[config.mk]
export PLATFORM = sky130hd
export DESIGN_NAME = fcs_core
export DESIGN_NICKNAME = d
export VERILOG_FILES = /design/src/hdl/fcs_pkg.sv /design/src/hdl/fcs_core.sv
export VERILOG_INCLUDE_DIRS = /design/src /design/src/hdl
export SDC_FILE = /design/constraint.sdc
export NUM_CORES = 1
export LEC_CHECK = 0
export BUFFER_PORTS_ARGS = -buffer_cell sky130_fd_sc_hd__buf_2
export CAP_MARGIN = 20
export CORE_AREA = 2 2 105 107
export CTS_CLUSTER_SIZE = 14
export DETAILED_ROUTE_END_ITERATION = 16
export DIE_AREA = 0 0 107 109
export PLACE_DENSITY = 0.83
export SLEW_MARGIN = 20
export SYNTH_ARGS = -nofsm -noshare
export SYNTH_HDL_FRONTEND = slang
export SYNTH_SLANG_ARGS = --single-unit
[constraint.sdc]
create_clock -name clk -period 4.34 [get_ports clk]
set_input_delay 0.434 -clock clk [delete_from_list [all_inputs] [get_ports clk]]
set_output_delay 0.434 -clock clk [all_outputs]
set_load 0.005 [all_outputs]
[src/hdl/fcs_consts.svh]
// Constants for the frequency counter sequencer
// Contract
// - Second counter input path is enabled only while the carrier is detected.
// - A reset pulse clears the first counter at each cycle start.
// - While gate is high the first counter counts each passed mixing pulse.
// - When gate falls the first counter stops and holds its value.
// - A load pulse presets the second counter with the first counter value.
// - During the next gate window the second counter counts up from preset.
// - After that window the second counter stops and keeps its total.
// - A latch pulse copies the second counter total into the display latch.
// - One gate drives both counters; the sequence repeats forever.
// - Cycles overlap by half a cycle, first counter measuring the next cycle.
// - Reference clock divides through six decade stages down to 10 Hz.
// - 10 Hz toggles a flip-flop making 5 Hz; its high half is the gate.
// - Reset, load, latch pulses decoded in nine fixed slots outside the gate.
// - Two resets: active low clears first counter; active high second_rst is generated but clears nothing.
// - Latch every 0.2 s; display keeps the last captured count between.
// - While freeze is on, latch pulses are blocked from the latch.
// - After power-up with freeze on, latches still pass for a few cycles.
// - Second counter receives pulses only in display mode, not counter mode.
`ifndef FCS_CONSTS_SVH
`define FCS_CONSTS_SVH
// ==========================================
// Timebase
`define FCS_REF_HZ 100000000
`define FCS_TICK_HZ 10
`define FCS_DECADES 6
`define FCS_DECADE_LAST 4'h9
`define FCS_SLOTS 9
`define FCS_SLOT_RESET 4'h7
`define FCS_SLOT_LOAD 4'h4
`define FCS_SLOT_LATCH 4'h2
`define FCS_POWERUP_CYCLES 4'h4
`define FCS_CNT_W 24
`endif

[src/hdl/fcs_pkg.sv]
// Types for the frequency counter sequencer
`include "fcs_consts.svh"
package fcs_pkg;
  typedef struct packed {
    logic [2:0] mix_sync;
    logic [2:0] tune_sync;
    logic mix_prev;
    logic tune_prev;
  } fcs_sync_s;
  typedef struct packed {
    fcs_sync_s sync;
    logic [19:0] pre;
    logic [6*4-1:0] dec;
    logic gate;
    logic [3:0] slot;
    logic [3:0] slot_div;
    logic first_rst_n;
    logic second_rst;
    logic load;
    logic latch;
    logic [3:0] boot;
    logic [`FCS_CNT_W-1:0] first_cnt;
    logic [`FCS_CNT_W-1:0] second_cnt;
    logic [`FCS_CNT_W-1:0] shown;
    logic shown_valid;
  } fcs_state_s;
endpackage : fcs_pkg

[src/hdl/fcs_core.sv]
// Frequency counter sequencer core
`include "fcs_consts.svh"
module fcs_core
  import fcs_pkg::*;
#(
  parameter int PRESCALE = 10,
  parameter int SLOT_TICKS = 1,
  parameter int DECADES = `FCS_DECADES
) (
  // Clock and reset
  input wire logic clk,
  input wire logic sys_rst,
  // Oscillator pulse inputs
  input wire logic mixing_osc_input,
  input wire logic tuning_osc_input,
  // Controls
  input wire logic beat_osc_input,
  input wire logic display_mode,
  input wire logic display_freeze,
  // Status
  output logic first_count_gate,
  output logic second_count_gate,
  output logic [`FCS_CNT_W-1:0] display_value,
  output logic display_valid,
  output logic latch_strobe
);
  fcs_state_s r;
  fcs_state_s next_r;
  logic dec_tick [0:`FCS_DECADES];
  logic mix_pulse;
  logic tune_pulse;
  logic sub_tick;
  // ==========================================
  // Slot decode
  function automatic logic slot_hit(input logic [3:0] slot, input logic [3:0] want);
    return slot == want;
  endfunction : slot_hit
  // ==========================================
  // Decade carries
  assign dec_tick[0] = (r.pre == 20'(PRESCALE - 1));
  genvar gi;
  generate
    for (gi = 0; gi < `FCS_DECADES; gi++) begin : g_carry
      assign dec_tick[gi+1] = dec_tick[gi] && (r.dec[gi*4 +: 4] == `FCS_DECADE_LAST);
    end
  endgenerate
  // Synchronised edges; stage 0 feeds stage 1 only
  assign mix_pulse = (r.sync.mix_sync[1] == r.sync.mix_sync[2]) && r.sync.mix_sync[2]
    && !r.sync.mix_prev;
  assign tune_pulse = (r.sync.tune_sync[1] == r.sync.tune_sync[2]) && r.sync.tune_sync[2]
    && !r.sync.tune_prev;
  assign sub_tick = dec_tick[DECADES-1] && (r.slot_div == 4'(SLOT_TICKS - 1));
  // ==========================================
  // Next state
  always_comb begin
    next_r = r;
    next_r.sync.mix_sync = {r.sync.mix_sync[1:0], mixing_osc_input};
    next_r.sync.tune_sync = {r.sync.tune_sync[1:0], tuning_osc_input};
    if (r.sync.mix_sync[1] == r.sync.mix_sync[2]) begin
      next_r.sync.mix_prev = r.sync.mix_sync[2];
    end
    if (r.sync.tune_sync[1] == r.sync.tune_sync[2]) begin
      next_r.sync.tune_prev = r.sync.tune_sync[2];
    end
    next_r.pre = dec_tick[0] ? 20'h00000 : r.pre + 20'h00001;
    for (int i = 0; i < `FCS_DECADES; i++) begin
      if (dec_tick[i]) begin
        next_r.dec[i*4 +: 4] = dec_tick[i+1] ? 4'h0 : r.dec[i*4 +: 4] + 4'h1;
      end
    end
    if (dec_tick[DECADES]) begin
      next_r.gate = !r.gate;
    end
    // Slot sequencer within gate-low half
    if (dec_tick[DECADES-1]) begin
      next_r.slot_div = (r.slot_div == 4'(SLOT_TICKS - 1)) ? 4'h0 : r.slot_div + 4'h1;
    end
    if (dec_tick[DECADES] && r.gate) begin
      next_r.slot = 4'h1;
      next_r.slot_div = 4'h0;
    end else if (sub_tick && r.slot != 4'h0) begin
      next_r.slot = (r.slot == 4'(`FCS_SLOTS)) ? 4'h0 : r.slot + 4'h1;
    end
    next_r.load = 1'b0;
    next_r.latch = 1'b0;
    next_r.first_rst_n = 1'b1;
    next_r.second_rst = 1'b0;
    if (sub_tick && !r.gate) begin
      if (slot_hit(r.slot, `FCS_SLOT_LATCH)) begin
        next_r.latch = !display_freeze || (r.boot != 4'h0);
        if (r.boot != 4'h0) begin
          next_r.boot = r.boot - 4'h1;
        end
      end
      if (slot_hit(r.slot, `FCS_SLOT_LOAD)) begin
        next_r.load = 1'b1;
      end
      if (slot_hit(r.slot, `FCS_SLOT_RESET)) begin
        next_r.first_rst_n = 1'b0;
        next_r.second_rst = 1'b1;
      end
    end
    // First counter
    if (!r.first_rst_n) begin
      next_r.first_cnt = '0;
    end else if (r.gate && mix_pulse) begin
      next_r.first_cnt = r.first_cnt + `FCS_CNT_W'(1);
    end
    // Second counter
    if (r.load) begin
      next_r.second_cnt = r.first_cnt;
    end else if (r.gate && tune_pulse && beat_osc_input && display_mode) begin
      next_r.second_cnt = r.second_cnt + `FCS_CNT_W'(1);
    end
    if (r.latch) begin
      next_r.shown = r.second_cnt;
      next_r.shown_valid = 1'b1;
    end
  end
  // ==========================================
  // State register
  always_ff @(posedge clk) begin
    if (sys_rst) begin
      r <= '0;
      r.first_rst_n <= 1'b1;
      r.boot <= `FCS_POWERUP_CYCLES;
    end else begin
      r <= next_r;
    end
  end
  // ==========================================
  // Outputs
  always_ff @(posedge clk) begin
    if (sys_rst) begin
      first_count_gate <= 1'b0;
      second_count_gate <= 1'b0;
      display_value <= '0;
      display_valid <= 1'b0;
      latch_strobe <= 1'b0;
    end else begin
      first_count_gate <= next_r.gate;
      second_count_gate <= next_r.gate && beat_osc_input && display_mode;
      display_value <= next_r.shown;
      display_valid <= next_r.shown_valid;
      latch_strobe <= next_r.latch;
    end
  end
  // ==========================================
  // Checks
  a_first_hold: assert property (@(posedge clk) disable iff (sys_rst)
    (!r.gate && r.first_rst_n)
    |=> (r.first_cnt == $past(r.first_cnt)))
    else $error("first counter moved with gate low");

  a_second_hold: assert property (@(posedge clk) disable iff (sys_rst)
    (!r.gate && !r.load)
    |=> (r.second_cnt == $past(r.second_cnt)))
    else $error("second counter moved with gate low");

  a_load_copy: assert property (@(posedge clk) disable iff (sys_rst)
    r.load
    |=> (r.second_cnt == $past(r.first_cnt)))
    else $error("load did not copy first counter");

  a_latch_copy: assert property (@(posedge clk) disable iff (sys_rst)
    r.latch
    |=> (r.shown == $past(r.second_cnt)))
    else $error("latch did not capture total");

  a_reset_clear: assert property (@(posedge clk) disable iff (sys_rst)
    !r.first_rst_n
    |=> (r.first_cnt == '0))
    else $error("reset did not clear first counter");

  a_pulse_out_gate: assert property (@(posedge clk) disable iff (sys_rst)
    (r.load || r.latch || !r.first_rst_n)
    |-> !r.gate)
    else $error("control pulse inside gate window");

  a_freeze_block: assert property (@(posedge clk) disable iff (sys_rst)
    (display_freeze && r.boot == 4'h0)
    |=> !r.latch)
    else $error("latch passed while frozen");

  a_carrier_path: assert property (@(posedge clk) disable iff (sys_rst)
    (!beat_osc_input && !r.load)
    |=> (r.second_cnt == $past(r.second_cnt)))
    else $error("second counter counted without carrier");

  a_count_step: assert property (@(posedge clk) disable iff (sys_rst)
    (r.gate && mix_pulse && r.first_rst_n)
    |=> (r.first_cnt == $past(r.first_cnt) + 1))
    else $error("first counter missed a pulse");

  a_mode_block: assert property (@(posedge clk) disable iff (sys_rst)
    (!display_mode && !r.load)
    |=> (r.second_cnt == $past(r.second_cnt)))
    else $error("second counter counted in counter mode");

  a_gate_out: assert property (@(posedge clk) disable iff (sys_rst)
    r.gate
    |-> first_count_gate)
    else $error("gate output low inside window");

  a_gate_out_low: assert property (@(posedge clk) disable iff (sys_rst)
    !r.gate
    |-> !first_count_gate)
    else $error("gate output high outside window");

  a_second_gate_out: assert property (@(posedge clk) disable iff (sys_rst)
    second_count_gate
    |-> first_count_gate)
    else $error("second gate open outside window");

  a_latch_out: assert property (@(posedge clk) disable iff (sys_rst)
    r.latch
    |-> latch_strobe)
    else $error("latch strobe missing");

  a_display_follow: assert property (@(posedge clk) disable iff (sys_rst)
    r.latch
    |=> (display_value == $past(r.second_cnt)))
    else $error("display did not take latched total");

  a_display_hold: assert property (@(posedge clk) disable iff (sys_rst)
    !r.latch
    |=> (display_value == $past(display_value)))
    else $error("display changed without latch");

  a_valid_set: assert property (@(posedge clk) disable iff (sys_rst)
    r.latch
    |=> display_valid)
    else $error("valid not set by latch");

  a_valid_sticky: assert property (@(posedge clk) disable iff (sys_rst)
    display_valid
    |=> display_valid)
    else $error("valid dropped");

  a_load_slot: assert property (@(posedge clk) disable iff (sys_rst)
    r.load
    |-> (r.slot == `FCS_SLOT_LOAD + 4'h1))
    else $error("load outside its slot");

  a_latch_slot: assert property (@(posedge clk) disable iff (sys_rst)
    r.latch
    |-> (r.slot == `FCS_SLOT_LATCH + 4'h1))
    else $error("latch outside its slot");

  a_reset_slot: assert property (@(posedge clk) disable iff (sys_rst)
    !r.first_rst_n
    |-> (r.slot == `FCS_SLOT_RESET + 4'h1))
    else $error("reset outside its slot");

  a_reset_pair: assert property (@(posedge clk) disable iff (sys_rst)
    r.second_rst
    |-> !r.first_rst_n)
    else $error("high reset without low reset");

  a_reset_both: assert property (@(posedge clk) disable iff (sys_rst)
    !r.first_rst_n
    |-> r.second_rst)
    else $error("low reset without high reset");

  a_load_single: assert property (@(posedge clk) disable iff (sys_rst)
    r.load
    |=> !r.load)
    else $error("load longer than one cycle");

  a_latch_single: assert property (@(posedge clk) disable iff (sys_rst)
    r.latch
    |=> !r.latch)
    else $error("latch longer than one cycle");

  a_rst_single: assert property (@(posedge clk) disable iff (sys_rst)
    !r.first_rst_n
    |=> r.first_rst_n)
    else $error("reset longer than one cycle");

  a_gate_steady: assert property (@(posedge clk) disable iff (sys_rst)
    !dec_tick[DECADES]
    |=> (r.gate == $past(r.gate)))
    else $error("gate toggled without carry");

  a_boot_sticky: assert property (@(posedge clk) disable iff (sys_rst)
    (r.boot == 4'h0)
    |=> (r.boot == 4'h0))
    else $error("power-up window reopened");

  a_boot_pass: assert property (@(posedge clk) disable iff (sys_rst)
    (sub_tick && !r.gate && slot_hit(r.slot, `FCS_SLOT_LATCH) && r.boot != 4'h0)
    |=> r.latch)
    else $error("latch blocked in power-up window");

  a_free_pass: assert property (@(posedge clk) disable iff (sys_rst)
    (sub_tick && !r.gate && slot_hit(r.slot, `FCS_SLOT_LATCH) && !display_freeze)
    |=> r.latch)
    else $error("latch blocked with freeze off");

  a_second_step: assert property (@(posedge clk) disable iff (sys_rst)
    (r.gate && tune_pulse && beat_osc_input && display_mode && !r.load)
    |=> (r.second_cnt == $past(r.second_cnt) + 1))
    else $error("second counter missed a pulse");

  a_slot_idle: assert property (@(posedge clk) disable iff (sys_rst)
    r.gate
    |-> (r.slot == 4'h0))
    else $error("slot sequence running in gate window");

  a_pre_wrap: assert property (@(posedge clk) disable iff (sys_rst)
    dec_tick[0]
    |=> (r.pre == 20'h00000))
    else $error("prescaler did not wrap");

  a_decade_wrap: assert property (@(posedge clk) disable iff (sys_rst)
    (dec_tick[0] && r.dec[3:0] == `FCS_DECADE_LAST)
    |=> (r.dec[3:0] == 4'h0))
    else $error("decade stage did not wrap");

endmodule : fcs_core

==> metrics <==
Max clock buf depth 2; min-delay worst type in2reg; fin crit period 2.73 ns; Clock Latency Late Sink 0.53 ns; sequential area share after synthesis 0.423; total grt overflow 0; Post-Synthesis Cells 759; Clock Skew 0.00736 ns; Hold WS 0.123 ns; layer carrying the most global-route usage met2; antenna cells 0; CTS clk-pin slew, worst paths 0.06 ns; Worst Setup End Kind flop; die width 107 µm; Post-synth EDFFs 0; crit path launch type flop; Synthesis Warnings 0; CTS Buf Count 17; Fin Setup TNS 0 ns; Mapped Area 6720 µm²; Switch Pwr 0.000569 W; CP peak stage delay 0.77 ns; CTS tree yes; switching share of power 0.198; CORE AREA 10600 µm²; die area 11700 µm²; # Max-Cap Violations 0; fraction of final layout cells sized beyond drive strength 1 0.106; Top FF cell, synth dfxtp_1; Layout area overhead 10.5%; status finished, final reports clean; CTS resizes 0; Seq pwr share 0.458; RSZ-0062 raised after global routing false; WS Path Type reg2reg; VDD IR max 0.241 mV; initial antenna violation count 0; slowest cell on the critical path or4_1; Worst Path Required 4.79 ns; met3 GRT Util 0.0663; Yosys reg bits 142; Final Setup Violations 0; Pwr Total 0.00287 W; CTS H-Tree Depth 4; Clk pwr share 0.529; Leak 2.77 nW; first-pass GRT wire length 23.5 mm; worst slew pin tran 0.974 ns; Top Ports 35; clk sinks 142; Hold Violations, Final 0; Int Power 0.00230 W; CP Max Fanout 18; fin. max-slew vios 0; Vias 5427; largest net degree at the start of global routing 45; DRC violations left 0; met2 Resource Use GR 0.446; Die Y 109 µm; fraction of registers with async set/reset 0; critical-path cell list nor4_1 > nand3_1 > or4_1 > or4_1 > a31oi_1; combinational fraction of design power 0.013; Final HPWL DP 9.28 mm; fin crit share 0.628; DR vias/cell 5.94; pwr/cell area 386 nW/µm²; Routed Antenna Nets 0; relative slew slack 0.345; buffers added on ports 34; R2R setup slack 1.61 ns; Syn Nets 789; Iter 0 DRT Violations 203; Avg Cell Area, Syn 8.85 µm²; clock root buffer master clkbuf_8; number of core rows 38; setup bufs post-CTS 0; Arrival @ worst endpoint 3.18 ns; routability congestion estimate 0.813; routed len/inst 15.2 µm; initial core utilization 0.634; cell mode on critical path or4_1; met1 Track Usage GR 0.284; Yosys cell types 49; number of global-route vias before repair 5220; DR pass1 iterations 5; maximum clock rate 0.367 GHz; final-stage net count 790; All-Layer GR Usage 0.251; Post-CTS Hold Buffers 0; WL final 13.9 mm
-- per-layer routing --
metal	share of wire	vias to the layer above
met5	0	-
met4	0.024	0
met3	0.038	33
met2	0.52	113
met1	0.42	2640
li1	-	2641
-- final timing paths --
path	depth (start not counted)	to	startpoint
hold reg to reg	1	next_r[141]	next_r[140]
hold / removal	2	next_r[140]	mixing_osc_input
setup / recovery	5	r[85]	r[131]
setup reg to reg	5	r[85]	r[131]
-- cell families after synthesis --
logic type	share of synthesized area
DFF	0.423
buffers and inverters	0.0633
muxes	0.0451
xor gates and xnor gates	0.0808
AOI/OAI and AO/OA	0.0821
adders and majority gates	0.0428
and+or+nand+nor	0.263
-- sequential cells by signal, summed over array words and instances, names as in the netlist --
signal / cells
first_count_gate: 1
r: 110
display_valid: 1
display_value: 24
latch_strobe: 1
next_r: 4
second_count_gate: 1
-- layout make-up --
cell class | count | area [µm²]
multi-input combinational | 529 | 3460
inverter | 31 | 116
clock buffer | 22 | 463
sequential | 142 | 2840
tap | 140 | 175
fill | 793 | 3180
clock inverter | 10 | 160
timing repair buffer | 39 | 208
-- cells in the mapped netlist (10+ instances only) --
library cell | number | area [µm²]
and4_1 | 16 | 140
o21ai_0 | 10 | 50.1
ha_1 | 23 | 288
and3_1 | 15 | 93.8
nand4_1 | 20 | 125
buf_4 | 25 | 188
or3_1 | 10 | 62.6
a211oi_1 | 16 | 120
xor2_1 | 19 | 166
dfxtp_1 | 142 | 2840
nor2b_1 | 11 | 68.8
nand2_1 | 34 | 128
nor3_1 | 22 | 110
inv_1 | 31 | 116
nor4_1 | 17 | 106
xnor2_1 | 43 | 377
mux2i_1 | 28 | 280
a21oi_1 | 25 | 125
clkbuf_1 | 31 | 116
nand3_1 | 34 | 170
nor2_1 | 114 | 428
-- power by group through the flow --
| stage | registers (W) | logic, W | clock network [W] |
|---|---|---|---|
| final | 0.00131 | 0.0000385 | 0.00152 |
| after global routing | 0.00131 | 0.0000428 | 0.00159 |
| after CTS | 0.00131 | 0.0000383 | 0.00154 |
| after detailed placement | 0.00134 | 0.0000381 | 0 |
| after global placement | 0.00134 | 0.0000364 | 0 |
| after floorplan | 0.00134 | 0.0000281 | 0 |
-- worst max-delay path: cells and delay by family (launching register included) --
kind / cells / cell delay, ns
flip-flops: 1 / 0.33
AND/OR/NAND/NOR: 4 / 2.12
AO/OA/AOI/OAI: 1 / 0.19
-- through the flow --
step,instance area [µm²],util,cells,worst slack [ns]
3_3_place_gp,6790,0.641,881,1.82
4_1_cts,7410,0.699,913,1.66
5_1_grt,7420,0.700,913,1.46
6_report,7420,0.700,913,1.61
2_1_floorplan,6720,-,759,2.14
3_5_place_dp,6790,0.641,881,1.73
-- placed cells by master (no fill, tap or decap), types with 5 or more instances in the layout --
cell type  instances
nor2b_1           11
xnor2_1           43
mux2i_1           28
nand3_1           34
nor3_1            22
inv_1             31
clkbuf_16         16
buf_4              5
and3b_1            5
buf_2             34
o21ai_0           10
nand2_1           34
a21oi_1           25
nand4_1           20
xor2_1            19
dfxtp_1          142
ha_1              23
a211oi_1          16
or3_1             10
nor2_1           114
or4_1              7
and4_1            16
nor4_1            16
and3_1            15
and2_1             7
No activity file was read; power rests on OpenSTA's default activity.
